`src/tmu_params.svh`:
```
// tmu_params.svh: register offsets, field positions and reset values of the timer unit
`ifndef TMU_PARAMS_SVH
`define TMU_PARAMS_SVH

// special function register addresses
`define TMU_ADDR_TIMER_RATE   8'h8e
`define TMU_ADDR_T2_CTRL      8'hc8
`define TMU_ADDR_T2_RCAP_LOW  8'hca
`define TMU_ADDR_T2_RCAP_HIGH 8'hcb
`define TMU_ADDR_T2_CNT_LOW   8'hcc
`define TMU_ADDR_T2_CNT_HIGH  8'hcd

// reset values
`define TMU_RATE_RESET        8'h01
`define TMU_T2_RESET          8'h00

// timer rate register fields
`define TMU_RATE_T2_BIT       5
`define TMU_RATE_T1_BIT       4
`define TMU_RATE_T0_BIT       3
`define TMU_RATE_USED_MASK    8'h3f
`define TMU_STRETCH_BASE      4'h2

// timer2 control register fields
`define TMU_T2_OVF_BIT        7
`define TMU_T2_EXT_FLAG_BIT   6
`define TMU_T2_RX_CLK_BIT     5
`define TMU_T2_TX_CLK_BIT     4
`define TMU_T2_EXT_EN_BIT     3
`define TMU_T2_RUN_BIT        2
`define TMU_T2_SRC_BIT        1
`define TMU_T2_CAP_BIT        0

// prescaler: mod-12 counter gives the /2, /4 and /12 ticks
`define TMU_DIV_LAST          4'hb
`define TMU_DIV4_PHASE        2'h3
`define TMU_DIV12_PHASE       4'hb

// timer0/1 mode encodings
`define TMU_MODE_13BIT        2'h0
`define TMU_MODE_16BIT        2'h1
`define TMU_MODE_RELOAD8      2'h2
`define TMU_MODE_SPLIT        2'h3

`endif

```
`src/tmu_pkg.sv`:
```
// tmu_pkg.sv: types shared by the timer unit
`default_nettype none
package tmu_pkg;

  // pin indices of the synchroniser vector
  typedef enum logic [2:0] {
    TMU_PIN_T0   = 3'h0,
    TMU_PIN_T1   = 3'h1,
    TMU_PIN_T2   = 3'h2,
    TMU_PIN_TIMER2_TRIGGER_PIN = 3'h3,
    TMU_PIN_INT0 = 3'h4,
    TMU_PIN_INT1 = 3'h5
  } tmu_pin_t;

  // timer0/1 controls held by registers outside this unit
  typedef struct packed {
    logic [1:0] t0_mode;
    logic       t0_run;
    logic       t0_src;
    logic       t0_gate;
    logic [1:0] t1_mode;
    logic       t1_run;
    logic       t1_src;
    logic       t1_gate;
  } tmu_t01_cfg_t;

  typedef struct packed {
    logic [3:0]  pre;
    logic [5:0]  sync0;
    logic [5:0]  sync1;
    logic [5:0]  sync2;
    logic [5:0]  lvl;
    logic [7:0]  rate;
    logic [7:0]  t2ctl;
    logic [15:0] rcap;
    logic [15:0] t2cnt;
    logic [7:0]  tl0;
    logic [7:0]  th0;
    logic [15:0] t1cnt;
    logic [7:0]  rdata;
    logic        t0_set;
    logic        t1_set;
    logic        t1_ovf;
    logic        t2_baud;
    logic        rx_tick;
    logic        tx_tick;
    logic        irq;
    logic [3:0]  xcyc;
  } tmu_state_t;

endpackage
`default_nettype wire

```
`src/tmu_timer_unit.sv`:
```
// tmu_timer_unit.sv: timer rate control, timer0 split mode, timer1 and timer2
//
// What this block does
// - timer0 high byte: clock-only counter, timer1 run/flag
// - split mode: timer1 runs in modes 0-2, stops in 3
// - split mode: timer1 still gives baud overflows, readable
// - split mode: timer1 keeps source, rate and gate
// - rate bits 5/4/3: /4 when set, /12 clear
// - rate bits reset to zero
// - rate bits ignored when counting pin edges
// - timer2 baud mode counts every two clocks
// - low three bits set data move length 2+n
// - timer2 is always one 16-bit counter
// - timer2 overflow flag only without serial clock selects
// - software writing 1 to flags raises request
// - enabled trigger capture/reload sets external flag
// - receive clock select: timer2 or timer1 overflows
// - transmit clock select: timer2 or timer1 overflows
// - trigger falling edge acts only when enabled
// - timer2 run bit starts and stops counting
// - timer2 source: divided clock or count pin edges
// - capture on trigger, or reload on overflow/trigger
// - serial clock select forces baud auto-reload mode
// - reload/capture pair holds low and high bytes
// - split mode: low byte uses timer0 controls
// - baud overflow gives shift clock and reloads
`timescale 1ns/1ps
`include "tmu_params.svh"
`default_nettype none

module tmu_timer_unit
  import tmu_pkg::*;
(
  // clock and reset
  input  wire logic         clk_i,
  input  wire logic         resetn_i,
  // special function register port
  input  wire logic [7:0]   sfr_addr_i,
  input  wire logic         sfr_wr_i,
  input  wire logic         sfr_rd_i,
  input  wire logic [7:0]   sfr_wdata_i,
  output logic      [7:0]   sfr_rdata_o,
  // timer0/1 controls from the core
  input  wire tmu_t01_cfg_t t01_cfg_i,
  // external pins
  input  wire logic         timer0_count_pin_i,
  input  wire logic         timer1_count_pin_i,
  input  wire logic         timer2_count_pin_i,
  input  wire logic         timer2_trigger_pin_i,
  input  wire logic         int0_n_i,
  input  wire logic         int1_n_i,
  // timer0/1 counts and events
  output logic      [7:0]   timer0_low_byte_o,
  output logic      [7:0]   timer0_high_byte_o,
  output logic      [7:0]   timer1_low_byte_o,
  output logic      [7:0]   timer1_high_byte_o,
  output logic              timer0_flag_set_o,
  output logic              timer1_overflow_flag_set_o,
  output logic              timer1_overflow_o,
  // timer2, serial timing and data move length
  output logic              timer2_shift_clk_o,
  output logic              serial_rx_tick_o,
  output logic              serial_tx_tick_o,
  output logic              timer2_irq_o,
  output logic      [3:0]   data_move_cycles_o
);

  tmu_state_t st_r;
  tmu_state_t st_nxt;

  logic [5:0]  agree;
  logic [5:0]  fall;
  logic        tick2;
  logic        split;
  logic        t0_inc;
  logic        t0_ovf;
  logic        th0_inc;
  logic        th0_ovf;
  logic        t1_inc;
  logic        t1_ovf;
  logic [12:0] c13;
  logic        baud;
  logic        t2_inc;
  logic        t2_ovf;
  logic        t2_ext;

  // one tick per rate period of the shared prescaler
  function automatic logic rate_tick(input logic [3:0] p, input logic fast);
    rate_tick = fast ? (p[1:0] == `TMU_DIV4_PHASE) : (p == `TMU_DIV12_PHASE);
  endfunction

  // pin edges bypass the rate selection entirely
  function automatic logic src_tick(input logic src, input logic pin_fall,
                                    input logic clk_tick);
    src_tick = src ? pin_fall : clk_tick;
  endfunction

  // gate hands counting to the interrupt pin level
  function automatic logic gate_ok(input logic run, input logic gate,
                                   input logic int_lvl);
    gate_ok = run & (~gate | int_lvl);
  endfunction

  function automatic logic [3:0] stretch_cycles(input logic [7:0] r);
    stretch_cycles = 4'(`TMU_STRETCH_BASE + {1'b0, r[2:0]});
  endfunction

  always_comb begin
    st_nxt  = st_r;
    agree   = '0;
    fall    = '0;
    tick2   = 1'b0;
    split   = 1'b0;
    t0_inc  = 1'b0;
    t0_ovf  = 1'b0;
    th0_inc = 1'b0;
    th0_ovf = 1'b0;
    t1_inc  = 1'b0;
    t1_ovf  = 1'b0;
    c13     = '0;
    baud    = 1'b0;
    t2_inc  = 1'b0;
    t2_ovf  = 1'b0;
    t2_ext  = 1'b0;

    // three-stage pin sampling; a level counts once stages two and three agree
    st_nxt.sync0 = {int1_n_i, int0_n_i, timer2_trigger_pin_i,
                    timer2_count_pin_i, timer1_count_pin_i, timer0_count_pin_i};
    st_nxt.sync1 = st_r.sync0;
    st_nxt.sync2 = st_r.sync1;
    agree        = ~(st_r.sync1 ^ st_r.sync2);
    st_nxt.lvl   = (st_r.lvl & ~agree) | (st_r.sync2 & agree);
    fall         = st_r.lvl & ~st_nxt.lvl;

    // shared prescaler keeps all timers phase aligned
    if (st_r.pre == `TMU_DIV_LAST) begin
      st_nxt.pre = '0;
    end else begin
      st_nxt.pre = 4'(st_r.pre + 4'h1);
    end
    tick2 = st_r.pre[0];

    // timer0 split: low byte on timer0 controls
    split  = (t01_cfg_i.t0_mode == `TMU_MODE_SPLIT);
    t0_inc = split
           & gate_ok(t01_cfg_i.t0_run, t01_cfg_i.t0_gate, st_r.lvl[TMU_PIN_INT0])
           & src_tick(t01_cfg_i.t0_src, fall[TMU_PIN_T0],
                      rate_tick(st_r.pre, st_r.rate[`TMU_RATE_T0_BIT]));
    t0_ovf = t0_inc & (&st_r.tl0);
    if (t0_inc) begin
      st_nxt.tl0 = 8'(st_r.tl0 + 8'h1);
    end

    // high byte borrows timer1 run; clock source only
    th0_inc = split & t01_cfg_i.t1_run
            & rate_tick(st_r.pre, st_r.rate[`TMU_RATE_T0_BIT]);
    th0_ovf = th0_inc & (&st_r.th0);
    if (th0_inc) begin
      st_nxt.th0 = 8'(st_r.th0 + 8'h1);
    end

    // timer1: in split mode its run bit is lent away, mode 3 stops it
    t1_inc = (t01_cfg_i.t1_mode != `TMU_MODE_SPLIT)
           & gate_ok(split | t01_cfg_i.t1_run, t01_cfg_i.t1_gate,
                     st_r.lvl[TMU_PIN_INT1])
           & src_tick(t01_cfg_i.t1_src, fall[TMU_PIN_T1],
                      rate_tick(st_r.pre, st_r.rate[`TMU_RATE_T1_BIT]));
    if (t1_inc) begin
      case (t01_cfg_i.t1_mode)
        `TMU_MODE_13BIT: begin
          c13          = 13'({st_r.t1cnt[15:8], st_r.t1cnt[4:0]} + 13'h1);
          t1_ovf       = &{st_r.t1cnt[15:8], st_r.t1cnt[4:0]};
          st_nxt.t1cnt = {c13[12:5], st_r.t1cnt[7:5], c13[4:0]};
        end
        `TMU_MODE_16BIT: begin
          t1_ovf       = &st_r.t1cnt;
          st_nxt.t1cnt = 16'(st_r.t1cnt + 16'h1);
        end
        `TMU_MODE_RELOAD8: begin
          t1_ovf = &st_r.t1cnt[7:0];
          if (t1_ovf) begin
            st_nxt.t1cnt[7:0] = st_r.t1cnt[15:8];
          end else begin
            st_nxt.t1cnt[7:0] = 8'(st_r.t1cnt[7:0] + 8'h1);
          end
        end
        default: begin
          t1_ovf = 1'b0;
        end
      endcase
    end

    // timer2 tick source
    baud   = st_r.t2ctl[`TMU_T2_RX_CLK_BIT] | st_r.t2ctl[`TMU_T2_TX_CLK_BIT];
    t2_inc = st_r.t2ctl[`TMU_T2_RUN_BIT]
           & src_tick(st_r.t2ctl[`TMU_T2_SRC_BIT], fall[TMU_PIN_T2],
                      baud ? tick2
                           : rate_tick(st_r.pre, st_r.rate[`TMU_RATE_T2_BIT]));
    t2_ovf = t2_inc & (&st_r.t2cnt);
    t2_ext = fall[TMU_PIN_TIMER2_TRIGGER_PIN] & st_r.t2ctl[`TMU_T2_EXT_EN_BIT];

    // single 16-bit count, wraps to zero unless reloaded
    if (t2_inc) begin
      st_nxt.t2cnt = 16'(st_r.t2cnt + 16'h1);
    end
    if (t2_ovf & (baud | ~st_r.t2ctl[`TMU_T2_CAP_BIT])) begin
      st_nxt.t2cnt = st_r.rcap;
    end
    // trigger edge does nothing to the count while generating baud rates
    if (t2_ext & ~baud) begin
      if (st_r.t2ctl[`TMU_T2_CAP_BIT]) begin
        st_nxt.rcap = st_r.t2cnt;
      end else begin
        st_nxt.t2cnt = st_r.rcap;
      end
    end

    // software writes land even while stopped
    if (sfr_wr_i) begin
      if (sfr_addr_i == `TMU_ADDR_TIMER_RATE) begin
        st_nxt.rate = sfr_wdata_i & `TMU_RATE_USED_MASK;
      end else if (sfr_addr_i == `TMU_ADDR_T2_CTRL) begin
        st_nxt.t2ctl = sfr_wdata_i;
      end else if (sfr_addr_i == `TMU_ADDR_T2_RCAP_LOW) begin
        st_nxt.rcap[7:0] = sfr_wdata_i;
      end else if (sfr_addr_i == `TMU_ADDR_T2_RCAP_HIGH) begin
        st_nxt.rcap[15:8] = sfr_wdata_i;
      end else if (sfr_addr_i == `TMU_ADDR_T2_CNT_LOW) begin
        st_nxt.t2cnt[7:0] = sfr_wdata_i;
      end else if (sfr_addr_i == `TMU_ADDR_T2_CNT_HIGH) begin
        st_nxt.t2cnt[15:8] = sfr_wdata_i;
      end
    end

    // hardware sets win over a same-cycle software clear
    if (t2_ovf & ~baud) begin
      st_nxt.t2ctl[`TMU_T2_OVF_BIT] = 1'b1;
    end
    // in baud mode the edge still raises the flag, without capture or reload
    if (t2_ext) begin
      st_nxt.t2ctl[`TMU_T2_EXT_FLAG_BIT] = 1'b1;
    end

    // registered event and status outputs
    st_nxt.t0_set  = t0_ovf;
    st_nxt.t1_set  = split ? th0_ovf : t1_ovf;
    st_nxt.t1_ovf  = t1_ovf;
    st_nxt.t2_baud = t2_ovf & baud;
    st_nxt.rx_tick = st_r.t2ctl[`TMU_T2_RX_CLK_BIT] ? (t2_ovf & baud) : t1_ovf;
    st_nxt.tx_tick = st_r.t2ctl[`TMU_T2_TX_CLK_BIT] ? (t2_ovf & baud) : t1_ovf;
    st_nxt.irq     = st_nxt.t2ctl[`TMU_T2_OVF_BIT]
                   | st_nxt.t2ctl[`TMU_T2_EXT_FLAG_BIT];
    st_nxt.xcyc    = stretch_cycles(st_nxt.rate);

    // read data one cycle after the strobe; unmapped reads give zero
    st_nxt.rdata = '0;
    if (sfr_rd_i) begin
      if (sfr_addr_i == `TMU_ADDR_TIMER_RATE) begin
        st_nxt.rdata = st_r.rate;
      end else if (sfr_addr_i == `TMU_ADDR_T2_CTRL) begin
        st_nxt.rdata = st_r.t2ctl;
      end else if (sfr_addr_i == `TMU_ADDR_T2_RCAP_LOW) begin
        st_nxt.rdata = st_r.rcap[7:0];
      end else if (sfr_addr_i == `TMU_ADDR_T2_RCAP_HIGH) begin
        st_nxt.rdata = st_r.rcap[15:8];
      end else if (sfr_addr_i == `TMU_ADDR_T2_CNT_LOW) begin
        st_nxt.rdata = st_r.t2cnt[7:0];
      end else if (sfr_addr_i == `TMU_ADDR_T2_CNT_HIGH) begin
        st_nxt.rdata = st_r.t2cnt[15:8];
      end
    end
  end

  // pin levels reset low so no false falling edge follows reset
  always_ff @(posedge clk_i) begin
    if (!resetn_i) begin
      st_r       <= '0;
      st_r.rate  <= `TMU_RATE_RESET;
      st_r.t2ctl <= `TMU_T2_RESET;
      st_r.xcyc  <= stretch_cycles(`TMU_RATE_RESET);
    end else begin
      st_r <= st_nxt;
    end
  end

  assign sfr_rdata_o                = st_r.rdata;
  assign timer0_low_byte_o          = st_r.tl0;
  assign timer0_high_byte_o         = st_r.th0;
  assign timer1_low_byte_o          = st_r.t1cnt[7:0];
  assign timer1_high_byte_o         = st_r.t1cnt[15:8];
  assign timer0_flag_set_o          = st_r.t0_set;
  assign timer1_overflow_flag_set_o = st_r.t1_set;
  assign timer1_overflow_o          = st_r.t1_ovf;
  assign timer2_shift_clk_o         = st_r.t2_baud;
  assign serial_rx_tick_o           = st_r.rx_tick;
  assign serial_tx_tick_o           = st_r.tx_tick;
  assign timer2_irq_o               = st_r.irq;
  assign data_move_cycles_o         = st_r.xcyc;

endmodule

`default_nettype wire

```
`config.mk`:
```
export PLATFORM = sky130hd
export DESIGN_NAME = tmu_timer_unit
export DESIGN_NICKNAME = d
export VERILOG_FILES = /design/src/tmu_pkg.sv /design/src/tmu_timer_unit.sv
export VERILOG_INCLUDE_DIRS = /design/src
export SDC_FILE = /design/constraint.sdc
export NUM_CORES = 1
export LEC_CHECK = 0
export BUFFER_PORTS_ARGS = -buffer_cell sky130_fd_sc_hd__clkbuf_2
export CORE_ASPECT_RATIO = 0.8
export CORE_MARGIN = 2
export CORE_UTILIZATION = 39
export DETAILED_ROUTE_END_ITERATION = 10
export HOLD_SLACK_MARGIN = 0.15
export PLACE_DENSITY = 0.61
export SLEW_MARGIN = 0
export SYNTH_ARGS = -nofsm -noshare
export SYNTH_HDL_FRONTEND = slang
export SYNTH_SLANG_ARGS = --single-unit
```
`constraint.sdc`:
```
create_clock -name clk_i -period 5.6 [get_ports clk_i]
set_clock_uncertainty 0.1 [all_clocks]
set_input_delay 0.84 -clock clk_i [delete_from_list [all_inputs] [get_ports clk_i]]
set_output_delay 0.84 -clock clk_i [all_outputs]
set_load 0.005 [all_outputs]
```
Yosys cells after proc, flatten, opt, wreduce, memory -nomap -nowiden
Cells that the tools add are included.
Operators by class
  add/sub/neg operators: 8
  bitwise operators: 39
  mux-type cells: 41
  reduce and logical (&&, ||, !) cells: 18
  equality and inequality tests: 12
Operator list (count)
  two-way mux 8 bit: 13
  two-way mux 16 bit: 6
  two-way mux 32 bit: 2
  equality test 8 bit, second input constant: 6
  two-way mux 43 bit: 1
  two-way mux 40 bit: 1
  adder 16 x 1 -> 16 bit, second input constant: 2
  AND reduction 16 bit: 2
  adder 8 x 1 -> 8 bit, second input constant: 3
  one-hot mux 8 bit (3 select lines): 1
  AND reduction 8 bit: 3
  bitwise AND 1 bit: 17
  one-hot mux 8 bit (2 select lines): 1
  adder 13 x 1 -> 13 bit, second input constant: 1
  two-way mux 1 bit: 13
  AND reduction 13 bit: 1
  bitwise AND 6 bit: 2
  inverter 6 bit: 2
  inverter 1 bit: 8
  AND reduction 2 bit: 4
  equality test 2 bit, second input constant: 3
  two-way mux 6 bit: 1
  OR 1 bit: 6
  OR 6 bit: 1
  15 further kinds: 18
Word-level totals
  logic and storage cells: 144
  input port bits: 36
  bits in registers: 125

Logic depth before layout (Yosys ltp)
Gate-level depths: netlist of the first run.
  depth in word-level cells: 23
  depth in mapped cells: 8
  depth with buffers taken out: 8

Worst setup path before layout of the first run
No wires, ideal clock.
  kind: in2reg
  from: input port sfr_addr_i[4]
  to: register st_r (netlist bit data_move_cycles_o[2])
  arrival time: 2.199 ns
  slack: 3.186 ns
  library setup time: 0.115 ns
  buffers on the path: 0
  stages: 6
  required time: 5.385 ns
  path through: and4bb_2 -> and4b_1 -> nand2_1 -> mux2_2 -> ha_1 -> and2_1
RTL lines
  from (decl): line tmu_timer_unit.sv:38  | input wire logic [7:0] sfr_addr_i,
  to (signal assigned): line tmu_timer_unit.sv:282  | st_r <= st_nxt;
  to (decl): line tmu_timer_unit.sv:68  | tmu_state_t st_r;

Worst setup path in the final report of the first run
  from: register st_r[87] (netlist name)
  to: register st_r[58] (netlist name)
On the way
  cells in the longest elaborated chain, start to end: 15
Ends and longest elaborated chain
  OR 1 bit (*): line tmu_timer_unit.sv:194  | baud = st_r.t2ctl[`TMU_T2_RX_CLK_BIT] | st_r.t2ctl[`TMU_T2_TX_CLK_BIT];
  two-way mux 1 bit: line tmu_timer_unit.sv:197  | baud ? tick2
  two-way mux 1 bit: line tmu_timer_unit.sv:95  | src_tick = src ? pin_fall : clk_tick;
  bitwise AND 1 bit: line tmu_timer_unit.sv:195  | t2_inc = st_r.t2ctl[`TMU_T2_RUN_BIT]
  bitwise AND 1 bit: line tmu_timer_unit.sv:199  | t2_ovf = t2_inc & (&st_r.t2cnt);
  bitwise AND 1 bit: line tmu_timer_unit.sv:206  | if (t2_ovf & (baud | ~st_r.t2ctl[`TMU_T2_CAP_BIT])) begin
  two-way mux 16 bit: line tmu_timer_unit.sv:206
  two-way mux 16 bit: line tmu_timer_unit.sv:211  | if (st_r.t2ctl[`TMU_T2_CAP_BIT]) begin
  two-way mux 32 bit (*): line tmu_timer_unit.sv:210  | if (t2_ext & ~baud) begin
  two-way mux 8 bit: line tmu_timer_unit.sv:228  | end else if (sfr_addr_i == `TMU_ADDR_T2_CNT_LOW) begin
  two-way mux 16 bit: line tmu_timer_unit.sv:226  | end else if (sfr_addr_i == `TMU_ADDR_T2_RCAP_HIGH) begin
  two-way mux 16 bit: line tmu_timer_unit.sv:224  | end else if (sfr_addr_i == `TMU_ADDR_T2_RCAP_LOW) begin
  two-way mux 32 bit: line tmu_timer_unit.sv:222  | end else if (sfr_addr_i == `TMU_ADDR_T2_CTRL) begin
  two-way mux 40 bit: line tmu_timer_unit.sv:220  | if (sfr_addr_i == `TMU_ADDR_TIMER_RATE) begin
  two-way mux 43 bit (*): line tmu_timer_unit.sv:219  | if (sfr_wr_i) begin
Mark *: on every way between the ends. The rest lies on a longest branch, timed or not.
A chain may end at the register's enable or synchronous reset.

==> flow_metrics.tcl, run 1 <==
set metrics [dict create \
    status "completed" \
    rsz0062_at_grt "no" \
    row_count 41 \
    postCtsHoldBufs 0 \
    numPortBuffers 86 \
    yosys-top-cells-area "dfxtp_1 (39%), buf_4 (5.3%), mux2i_1 (4.9%)" \
    synth-edff-count 0 \
    postCtsResizedCells 0 \
    synthesis.nets 787 \
    clockPowerShare 0.522 \
    finalHoldViolations 0 \
    stdcell_count 1001 \
    final_antenna_net_count 0 \
    grt_pass1_vias 4855 \
    crit_required_ps 5830 \
    yosysTopAreaCell "dfxtp_1" \
    die_h_um 118 \
    cp_max_fo 12 \
    synth-async-reset-ratio 0 \
    diodes 0 \
    switching_share 0.246 \
    slowest_delay_ps 940 \
    initial_utilization 0.399 \
    grt_max_degree 68 \
    internal_power_mw 1.55 \
    synth_top_area_share 0.392 \
    netlist_top_cells_count "dfxtp_1 (124), nor2_1 (73), nand2_1 (65)" \
    start_kind "flop" \
    area_delta_synth_final_pct 12.7 \
    worst_pin_slew_ps 1170 \
    final_layout_size_suffix_gt1_frac 0.179 \
    cap_viol_max_count 0 \
    power_frac_comb 0.041 \
    p_switching_mw 0.503 \
    min_path_type "reg2reg" \
    h-tree-depth 4 \
    ys_types 71 \
    synth.cell_area_um2 6330 \
    slew_violations 0 \
    cts_tree "yes" \
    synth-seq-area-share 0.392 \
    design_area_um2 7130 \
    worst_hold_slack_ps 332 \
    post-route-min-period_ps 2820 \
    cp_data_arrival_time_ps 3040 \
    syn_inst 740 \
    relSlewSlack 0.218 \
    seqPwrFrac 0.437 \
    drc 0 \
    cts.root.buffer_cell "clkbuf_16" \
    overflow 0 \
    worst_slack_ps 2780 \
    cts_inserted_buffers 17 \
    drt-vias-per-instance 5.48 \
    setup_viol 0 \
    ios 87 \
    power_mw 2.05 \
    hpwl_um 12100 \
    powerDensity_nw_per_um2 287 \
    path_cells "or2_1 -> o2111ai_2 -> nor2_1 -> a21oi_1 -> o21ai_0 -> o221ai_1" \
    tns_ps 0 \
    synth_most_common_cell "dfxtp_1" \
    drt_iter0_drc 546 \
    gp_congestion 0.954 \
    endpoint_kind "flop" \
    clkTransAtPathRegs_ps 60 \
    path_class "reg2reg" \
    finalCoreUtilization 0.450 \
    peakVddDrop_v 0.000185 \
    ys.flop_type "dfxtp_1" \
    antenna_found_initial 0 \
    vias 5482 \
    clockBufferDepth 2 \
    place_ws_ps 2510 \
    grt_pass1_wl_um 27000 \
    worstSkewPairLatency_ps 430 \
    post_drt_wl_per_cell_um 17.1 \
    postCtsSetupBuffers 0 \
    postRouteWirelength_um 17100 \
    chipWidth_um 146 \
    dr.pass1.iters 5 \
    yosysWarnings 0 \
    place_area_um2 6560 \
    grtUsageTotal 0.199 \
    synth.avg_cell_area_um2 8.56 \
    cts_sinks 124 \
    coreArea_um2 15900 \
    leakagePower_nw 2.88 \
    ys_seq_elements 124 \
    fin_crit_sh 0.503 \
    crit_slowest_cell "a21oi_1" \
    die_area_um2 17300 \
    fmax_mhz 355 \
    placed_cells 969 \
    fin_nets 820 \
]
-- logic make-up (layout without fill, tap and decap cells) --
logic type,after synthesis,count (layout),synth area share
AOI/OAI and AO/OA,176,176,0.188
xor gates and xnor gates,23,23,0.0318
adders and majority gates,11,11,0.0217
buffers and inverters,97,143,0.0911
DFF,124,124,0.392
muxes,37,37,0.0597
and+or+nand+nor,272,272,0.216
-- power by group through the flow --
stage          Combinational [mW]  Clock (mW)  Sequential, mW
6_report                   0.0843        1.07           0.895
5_1_grt                    0.0923        1.13           0.895
4_1_cts                    0.0835        1.09           0.895
3_5_place_dp               0.0831           0           0.914
3_3_place_gp               0.0833           0           0.914
2_1_floorplan              0.0484           0           0.913
-- layer usage --
metal	part of all wire	vias up	GRT usage
li1	-	2698	-
met1	0.49	2564	0.300
met2	0.41	201	0.267
met3	0.093	19	0.0647
met4	0.013	0	0.0583
met5	0	-	0
-- worst max-delay path, delay by kind of cell, from the launching register on --
family | cells | cell delay [ps]
AO/OA/AOI/OAI | 4 | 1750
AND/OR/NAND/NOR | 2 | 510
flip-flops | 1 | 350
-- registers in the layout, indices dropped and copies added, names as in the netlist, 3 cells and up, named ones only --
register,count
st_r,60
st_nxt,12
timer1_high_byte_o,8
sfr_rdata_o,8
timer1_low_byte_o,8
timer0_low_byte_o,8
timer0_high_byte_o,8
data_move_cycles_o,3
-- placed cells by master (no fill, tap or decap), types with 23 or more instances in the layout --
| cell type | instances |
|---|---|
| clkbuf_2 | 86 |
| nor2_1 | 73 |
| and2_1 | 26 |
| mux2i_1 | 31 |
| nand3_1 | 24 |
| a21oi_1 | 44 |
| dfxtp_1 | 124 |
| a211oi_1 | 23 |
| o21ai_0 | 37 |
| nand2_1 | 65 |
-- path summary, 6_finish.rpt --
check	endpoint	from	slack, ps	depth (start not counted)
max	st_r[58]$_SDFF_PN0_	st_r[87]$_SDFFE_PN0P_	2780	6
min	st_nxt[109]$_SDFF_PN0_	st_nxt[115]$_SDFF_PN0_	330	1
max reg2reg	st_r[58]$_SDFF_PN0_	st_r[87]$_SDFFE_PN0P_	2780	6
min reg2reg	st_nxt[109]$_SDFF_PN0_	st_nxt[115]$_SDFF_PN0_	330	1
-- cell type report --
type / count / area [um2]
Fill cell: 1551 / 8720
Multi-Input combinational cell: 519 / 3270
Sequential cell: 124 / 2480
Timing Repair Buffer: 89 / 453
Clock buffer: 18 / 439
Tap cell: 215 / 269
Clock inverter: 14 / 135
Inverter: 22 / 82.6
Power figures use the tool's default switching activity.
==> run 2: changes to the inputs <==
--- a/config.mk
+++ b/config.mk
@@ -6,13 +6,14 @@
 export SDC_FILE = /design/constraint.sdc
 export NUM_CORES = 1
 export LEC_CHECK = 0
+export ABC_AREA = 1
 export BUFFER_PORTS_ARGS = -buffer_cell sky130_fd_sc_hd__clkbuf_2
 export CORE_ASPECT_RATIO = 0.8
 export CORE_MARGIN = 2
 export CORE_UTILIZATION = 39
 export DETAILED_ROUTE_END_ITERATION = 10
 export HOLD_SLACK_MARGIN = 0.15
-export PLACE_DENSITY = 0.61
+export PLACE_DENSITY = 0.63
 export SLEW_MARGIN = 0
 export SYNTH_ARGS = -nofsm -noshare
 export SYNTH_HDL_FRONTEND = slang
==> constraint.sdc (replaced) <==
create_clock -name clk_i -period 2.4 [get_ports clk_i]
set_clock_uncertainty 0.1 [all_clocks]
set_input_delay 0.36 -clock clk_i [delete_from_list [all_inputs] [get_ports clk_i]]
set_output_delay 0.36 -clock clk_i [all_outputs]
set_load 0.005 [all_outputs]
==> flow_metrics.tcl, run 2 <==
set metrics [dict create \
    grtUsageTotal 0.206 \
    yosys-top-cells-area "dfxtp_1 (35%), nand2_1 (12%), inv_1 (7.7%)" \
    row_count 43 \
    vias 6589 \
    stdcell_count 1313 \
    path_cells "ha_1 -> nand3_2 -> nand2_2 -> nand2_2 -> nand2_4 -> nand2_4 -> nor2_4 -> nand4_4 -> buf_4 -> nand3_1 -> nand3_1 -> nand2_1 -> inv_1" \
    cap_viol_max_count 0 \
    worst_pin_slew_ps 476 \
    postRouteWirelength_um 19200 \
    dr.pass1.iters 5 \
    synth_top_area_share 0.354 \
    coreArea_um2 17500 \
    cts_inserted_buffers 17 \
    powerDensity_nw_per_um2 612 \
    final_layout_size_suffix_gt1_frac 0.191 \
    h-tree-depth 4 \
    nFillCells 1774 \
    leakagePower_nw 3.58 \
    numPortBuffers 86 \
    yosysTopAreaCell "dfxtp_1" \
    slew_violations 0 \
    netlist_top_cells_count "nand2_1 (215), inv_1 (144), dfxtp_1 (124)" \
    r2r_cells 13 \
    status "completed" \
    drt-vias-per-instance 5.02 \
    endpoint "st_r[64]$_SDFF_PN0_" \
    grt_pass1_vias 5906 \
    min_path_type "in2reg" \
    cts_sinks 124 \
    timing.rr.start "st_r[123]$_SDFF_PP0_" \
    top_register "st_r" \
    multi_input_area_um2 3480 \
    setup_viol 0 \
    power_mw 4.96 \
    synth_most_common_cell "nand2_1" \
    synthesis.nets 1057 \
    largest_reg_flops 60 \
    die_h_um 124 \
    cts_tree "yes" \
    path_class "reg2reg" \
    yosysWarnings 0 \
    crit_slowest_cell "dfxtp_1" \
    grt_pass1_wl_um 30800 \
    ios 87 \
    gp_congestion 0.900 \
    clockBufferDepth 2 \
    die_area_um2 19100 \
    ys_types 49 \
    tns_ps 0 \
    relSlewSlack 0.682 \
    synth.avg_cell_area_um2 6.94 \
    diodes 0 \
    synth-seq-area-share 0.354 \
    worstSetupStartpoint "st_r[123]$_SDFF_PP0_" \
    fin_crit_sh 0.887 \
    hpwl_um 14000 \
    area_delta_synth_final_pct 15.8 \
    final_common_cell "nand2_1" \
    worst_hold_slack_ps 203 \
    drt_iter0_drc 615 \
    grt_max_degree 70 \
    finalCoreUtilization 0.464 \
    regArea_um2 2480 \
    slowest_delay_ps 380 \
    cp_data_arrival_time_ps 2350 \
    post_drt_wl_per_cell_um 14.6 \
    antenna_found_initial 0 \
    cp_max_fo 13 \
    overflow 0 \
    fin_nets 1122 \
    chipWidth_um 154 \
    crit_required_ps 2620 \
    rrSetupSlack_ps 270 \
    drc 0 \
    synth-async-reset-ratio 0 \
    postCtsResizedCells 0 \
    peakVddDrop_v 0.000432 \
    rsz0062_at_grt "no" \
    layout_common_cells "nand2_1 (215), inv_1 (144), dfxtp_1 (124), clkbuf_2 (86), o21ai_0 (80)" \
    synth.cell_area_um2 7010 \
    ys.flop_type "dfxtp_1" \
    finalHoldViolations 0 \
    placed_cells 1270 \
    initial_utilization 0.401 \
    syn_inst 1010 \
    cts.root.buffer_cell "clkbuf_16" \
    synth-edff-count 0 \
    endpoint_kind "flop" \
    r2r-end "st_r[64]$_SDFF_PN0_" \
    clkTransAtPathRegs_ps 60 \
    fmax_mhz 470 \
    ys_seq_elements 124 \
    post-route-min-period_ps 2130 \
    start_kind "flop" \
    final_antenna_net_count 0 \
    worstSkewPairLatency_ps 420 \
]
[run 2: changes by cell type in the layout (fill, tap and decap cells not counted), sizes merged, moves of 20 or more]
cell    change
mux2i      -31
o21ai      +47
nand3      +37
nor2       +20
a21oi      +38
inv       +124
nand2     +161
a211oi     -22
and2       -26
[run 2: final cells by class]
class | instances | area share
clock buffers | 19 | 0.0533
clock inverters | 13 | 0.0208
inverters | 151 | 0.0698
multi-input cells | 665 | 0.429
flip-flops and latches | 124 | 0.306
well taps | 225 | 0.0347
repair buffers | 116 | 0.0866
[run 2: through the flow]
step	area (um2)	worst slack (ps)
detailed placement	7410	174
finish	8120	272
global placement	7410	203
CTS	8100	127
floorplan	7010	527
global route	8120	106
[run 2: worst max-delay path, delay by kind of cell (launching register included)]
family | cells | cell delay (ps)
and+or+nand+nor | 10 | 1040
DFF | 1 | 380
adders and majority gates | 1 | 270
buffers and inverters | 2 | 250
[run 2: what timing repair did]
action	CTS	global route
hold endpoints to repair	9	0
hold buffers	9	0
setup endpoints to repair	0	2
setup buffers	0	2
[run 2: per-layer routing]
metal / global-route usage / vias to the layer above / wire [um] / part of all wire
met3: 0.0487 / 26 / 1490 / 0.077
met2: 0.296 / 253 / 7790 / 0.41
met5: 0 / - / 0 / 0
met4: 0.0654 / 0 / 300 / 0.016
li1: - / 3366 / - / -
met1: 0.302 / 2944 / 9650 / 0.50
[run 2: worst min-delay path by stage]
stage                                 from                      to  slack, ps  cells after the start
floorplan           st_nxt[111]$_SDFF_PN0_  st_nxt[105]$_SDFF_PN0_        290                      2
global placement    st_nxt[114]$_SDFF_PN0_  st_nxt[108]$_SDFF_PN0_        300                      2
detailed placement  st_nxt[116]$_SDFF_PN0_  st_nxt[110]$_SDFF_PN0_        300                      2
CTS                         sfr_wdata_i[3]     st_r[70]$_SDFF_PN0_        190                      3
global route                sfr_wdata_i[3]     st_r[70]$_SDFF_PN0_        200                      3
finish                      sfr_wdata_i[3]     st_r[70]$_SDFF_PN0_        200                      3
[run 2: report_power, final]
part           switching [mW]  total (mW)  internal (mW)  leakage (nW)
registers              0.0149        2.10           2.08          1.00
clock network            1.01        2.64           1.64         0.280
logic                   0.144       0.224         0.0799          2.30
total                    1.16        4.96           3.80          3.58
[run 2: logic make-up (layout without fill, tap and decap cells)]
group                    Yosys count  count (layout)  share of synthesized area
XOR/XNOR                          15              15                     0.0188
flip-flops                       124             124                      0.354
AND/OR/NAND/NOR                  432             432                      0.291
AO/OA/AOI/OAI                    207             207                      0.168
adder cells (fa/ha/maj)           11              11                     0.0196
buffers and inverters            221             299                      0.149
==> run 3: changes to the inputs <==
--- a/config.mk
+++ b/config.mk
@@ -13,7 +13,6 @@
 export CORE_UTILIZATION = 39
 export DETAILED_ROUTE_END_ITERATION = 10
 export HOLD_SLACK_MARGIN = 0.15
-export PLACE_DENSITY = 0.63
 export SLEW_MARGIN = 0
 export SYNTH_ARGS = -nofsm -noshare
 export SYNTH_HDL_FRONTEND = slang
==> flow_metrics.tcl, run 3 (synthesized netlist as in run 2, its figures left out) <==
set metrics [dict create \
    place_ws_ps 153 \
    min_path_type "in2reg" \
    overflow 0 \
    path_class "reg2reg" \
    final_antenna_net_count 0 \
    post_drt_wl_per_cell_um 14.8 \
    post-route-min-period_ps 2160 \
    placed_cells 1271 \
    drt-vias-per-instance 5.02 \
    row_count 43 \
    fin_nets 1123 \
    dr.pass1.iters 5 \
    grtUsageTotal 0.208 \
    tns_ps 0 \
    cp_max_fo 13 \
    cts.root.buffer_cell "clkbuf_16" \
    antenna_found_initial 0 \
    status "completed" \
    gp_congestion 0.941 \
    postRouteWirelength_um 19500 \
    h-tree-depth 4 \
    die_area_um2 19100 \
    clockBufferDepth 2 \
    powerDensity_nw_per_um2 608 \
    cp_data_arrival_time_ps 2430 \
    stdcell_count 1314 \
    r2r_cells 11 \
    design_area_um2 8120 \
    worstSkewPairLatency_ps 430 \
    setup_viol 0 \
    peakVddDrop_v 0.000393 \
    worst_hold_slack_ps 198 \
    drt_iter0_drc 657 \
    r2r-end "st_r[58]$_SDFF_PN0_" \
    start_kind "flop" \
    hold_depth 3 \
    leakagePower_nw 3.60 \
    slew_violations 0 \
    area_delta_synth_final_pct 15.9 \
    rrSetupSlack_ps 240 \
    chipWidth_um 154 \
    fin_crit_sh 0.900 \
    min_from "sfr_wdata_i[3]" \
    endpoint_kind "flop" \
    postCtsResizedCells 0 \
    worst_slack_ps 239 \
    diodes 0 \
    finalHoldViolations 0 \
    largest_reg_flops 60 \
    power_mw 4.94 \
    timing.rr.start "st_r[52]$_SDFF_PN0_" \
    coreArea_um2 17500 \
    ios 87 \
    rsz0062_at_grt "no" \
    whs_endpoint "st_r[70]$_SDFF_PN0_" \
    numPortBuffers 86 \
    relSlewSlack 0.677 \
    clkTransAtPathRegs_ps 60 \
    grt_pass1_wl_um 30800 \
    die_h_um 124 \
    fmax_mhz 463 \
    crit_required_ps 2670 \
    place_area_um2 7420 \
    final_common_cell "nand2_1" \
    final_layout_size_suffix_gt1_frac 0.194 \
    grt_max_degree 68 \
    cap_viol_max_count 0 \
    cts_sinks 124 \
    top_register "st_r" \
    vias 6601 \
    cts_tree "yes" \
    hpwl_um 14400 \
    drc 0 \
    grt_pass1_vias 5789 \
    finalCoreUtilization 0.464 \
    worst_pin_slew_ps 483 \
    initial_utilization 0.401 \
    layout_common_cells "nand2_1 (215), inv_1 (144), dfxtp_1 (124), clkbuf_2 (86), o21ai_0 (80)" \
    cts_inserted_buffers 17 \
]
## run 3: per-layer routing
| layer | global-route usage | routed length, um | vias up | part of all wire |
|---|---|---|---|---|
| met5 | 0 | 0 | - | 0 |
| met4 | 0.0724 | 356 | 0 | 0.018 |
| met3 | 0.0466 | 1330 | 28 | 0.068 |
| met2 | 0.288 | 7600 | 223 | 0.39 |
| met1 | 0.314 | 10200 | 2975 | 0.52 |
| li1 | - | - | 3375 | - |
## run 3: report_power, final
group	internal [mW]	switching [mW]
clock	1.58	1.04
sequential	2.08	0.0152
combinational	0.0807	0.147
total	3.74	1.20
## run 3: layout make-up
class / count / area, um2
Inverter: 151 / 567
Fill cell: 1802 / 9370
Timing Repair Buffer: 117 / 711
Clock buffer: 18 / 439
Tap cell: 225 / 282
Multi-Input combinational cell: 665 / 3480
Clock inverter: 14 / 159
Sequential cell: 124 / 2480
## run 3: worst max-delay path, cell delays in order (launching register included)
cell	delay, ps
dfxtp_1	390
ha_1	230
nand3_2	140
nor2_4	180
nand3_2	110
nor2_4	140
nand4_4	230
nand2_2	310
nand2_1	90
nand3_1	70
nand3_1	60
inv_1	60
## run 3: how the worst max path moves through the flow
stage | start | to | slack [ps]
2_1_floorplan | sfr_addr_i[5] | data_move_cycles_o[2]$_SDFF_PN0_ | 530
3_3_place_gp | st_r[123]$_SDFF_PP0_ | timer0_low_byte_o[7]$_SDFFE_PN0P_ | 200
3_5_place_dp | st_r[123]$_SDFF_PP0_ | timer0_low_byte_o[7]$_SDFFE_PN0P_ | 150
4_1_cts | st_r[123]$_SDFF_PP0_ | timer0_low_byte_o[7]$_SDFFE_PN0P_ | 120
5_1_grt | st_r[52]$_SDFF_PN0_ | st_r[58]$_SDFF_PN0_ | 20
6_report | st_r[52]$_SDFF_PN0_ | st_r[58]$_SDFF_PN0_ | 240
## run 3: repair_timing
item                       CTS  global route
setup endpoints to repair    0             3
hold buffers                 9             0
hold endpoints to repair     9             0
setup buffers                0             2
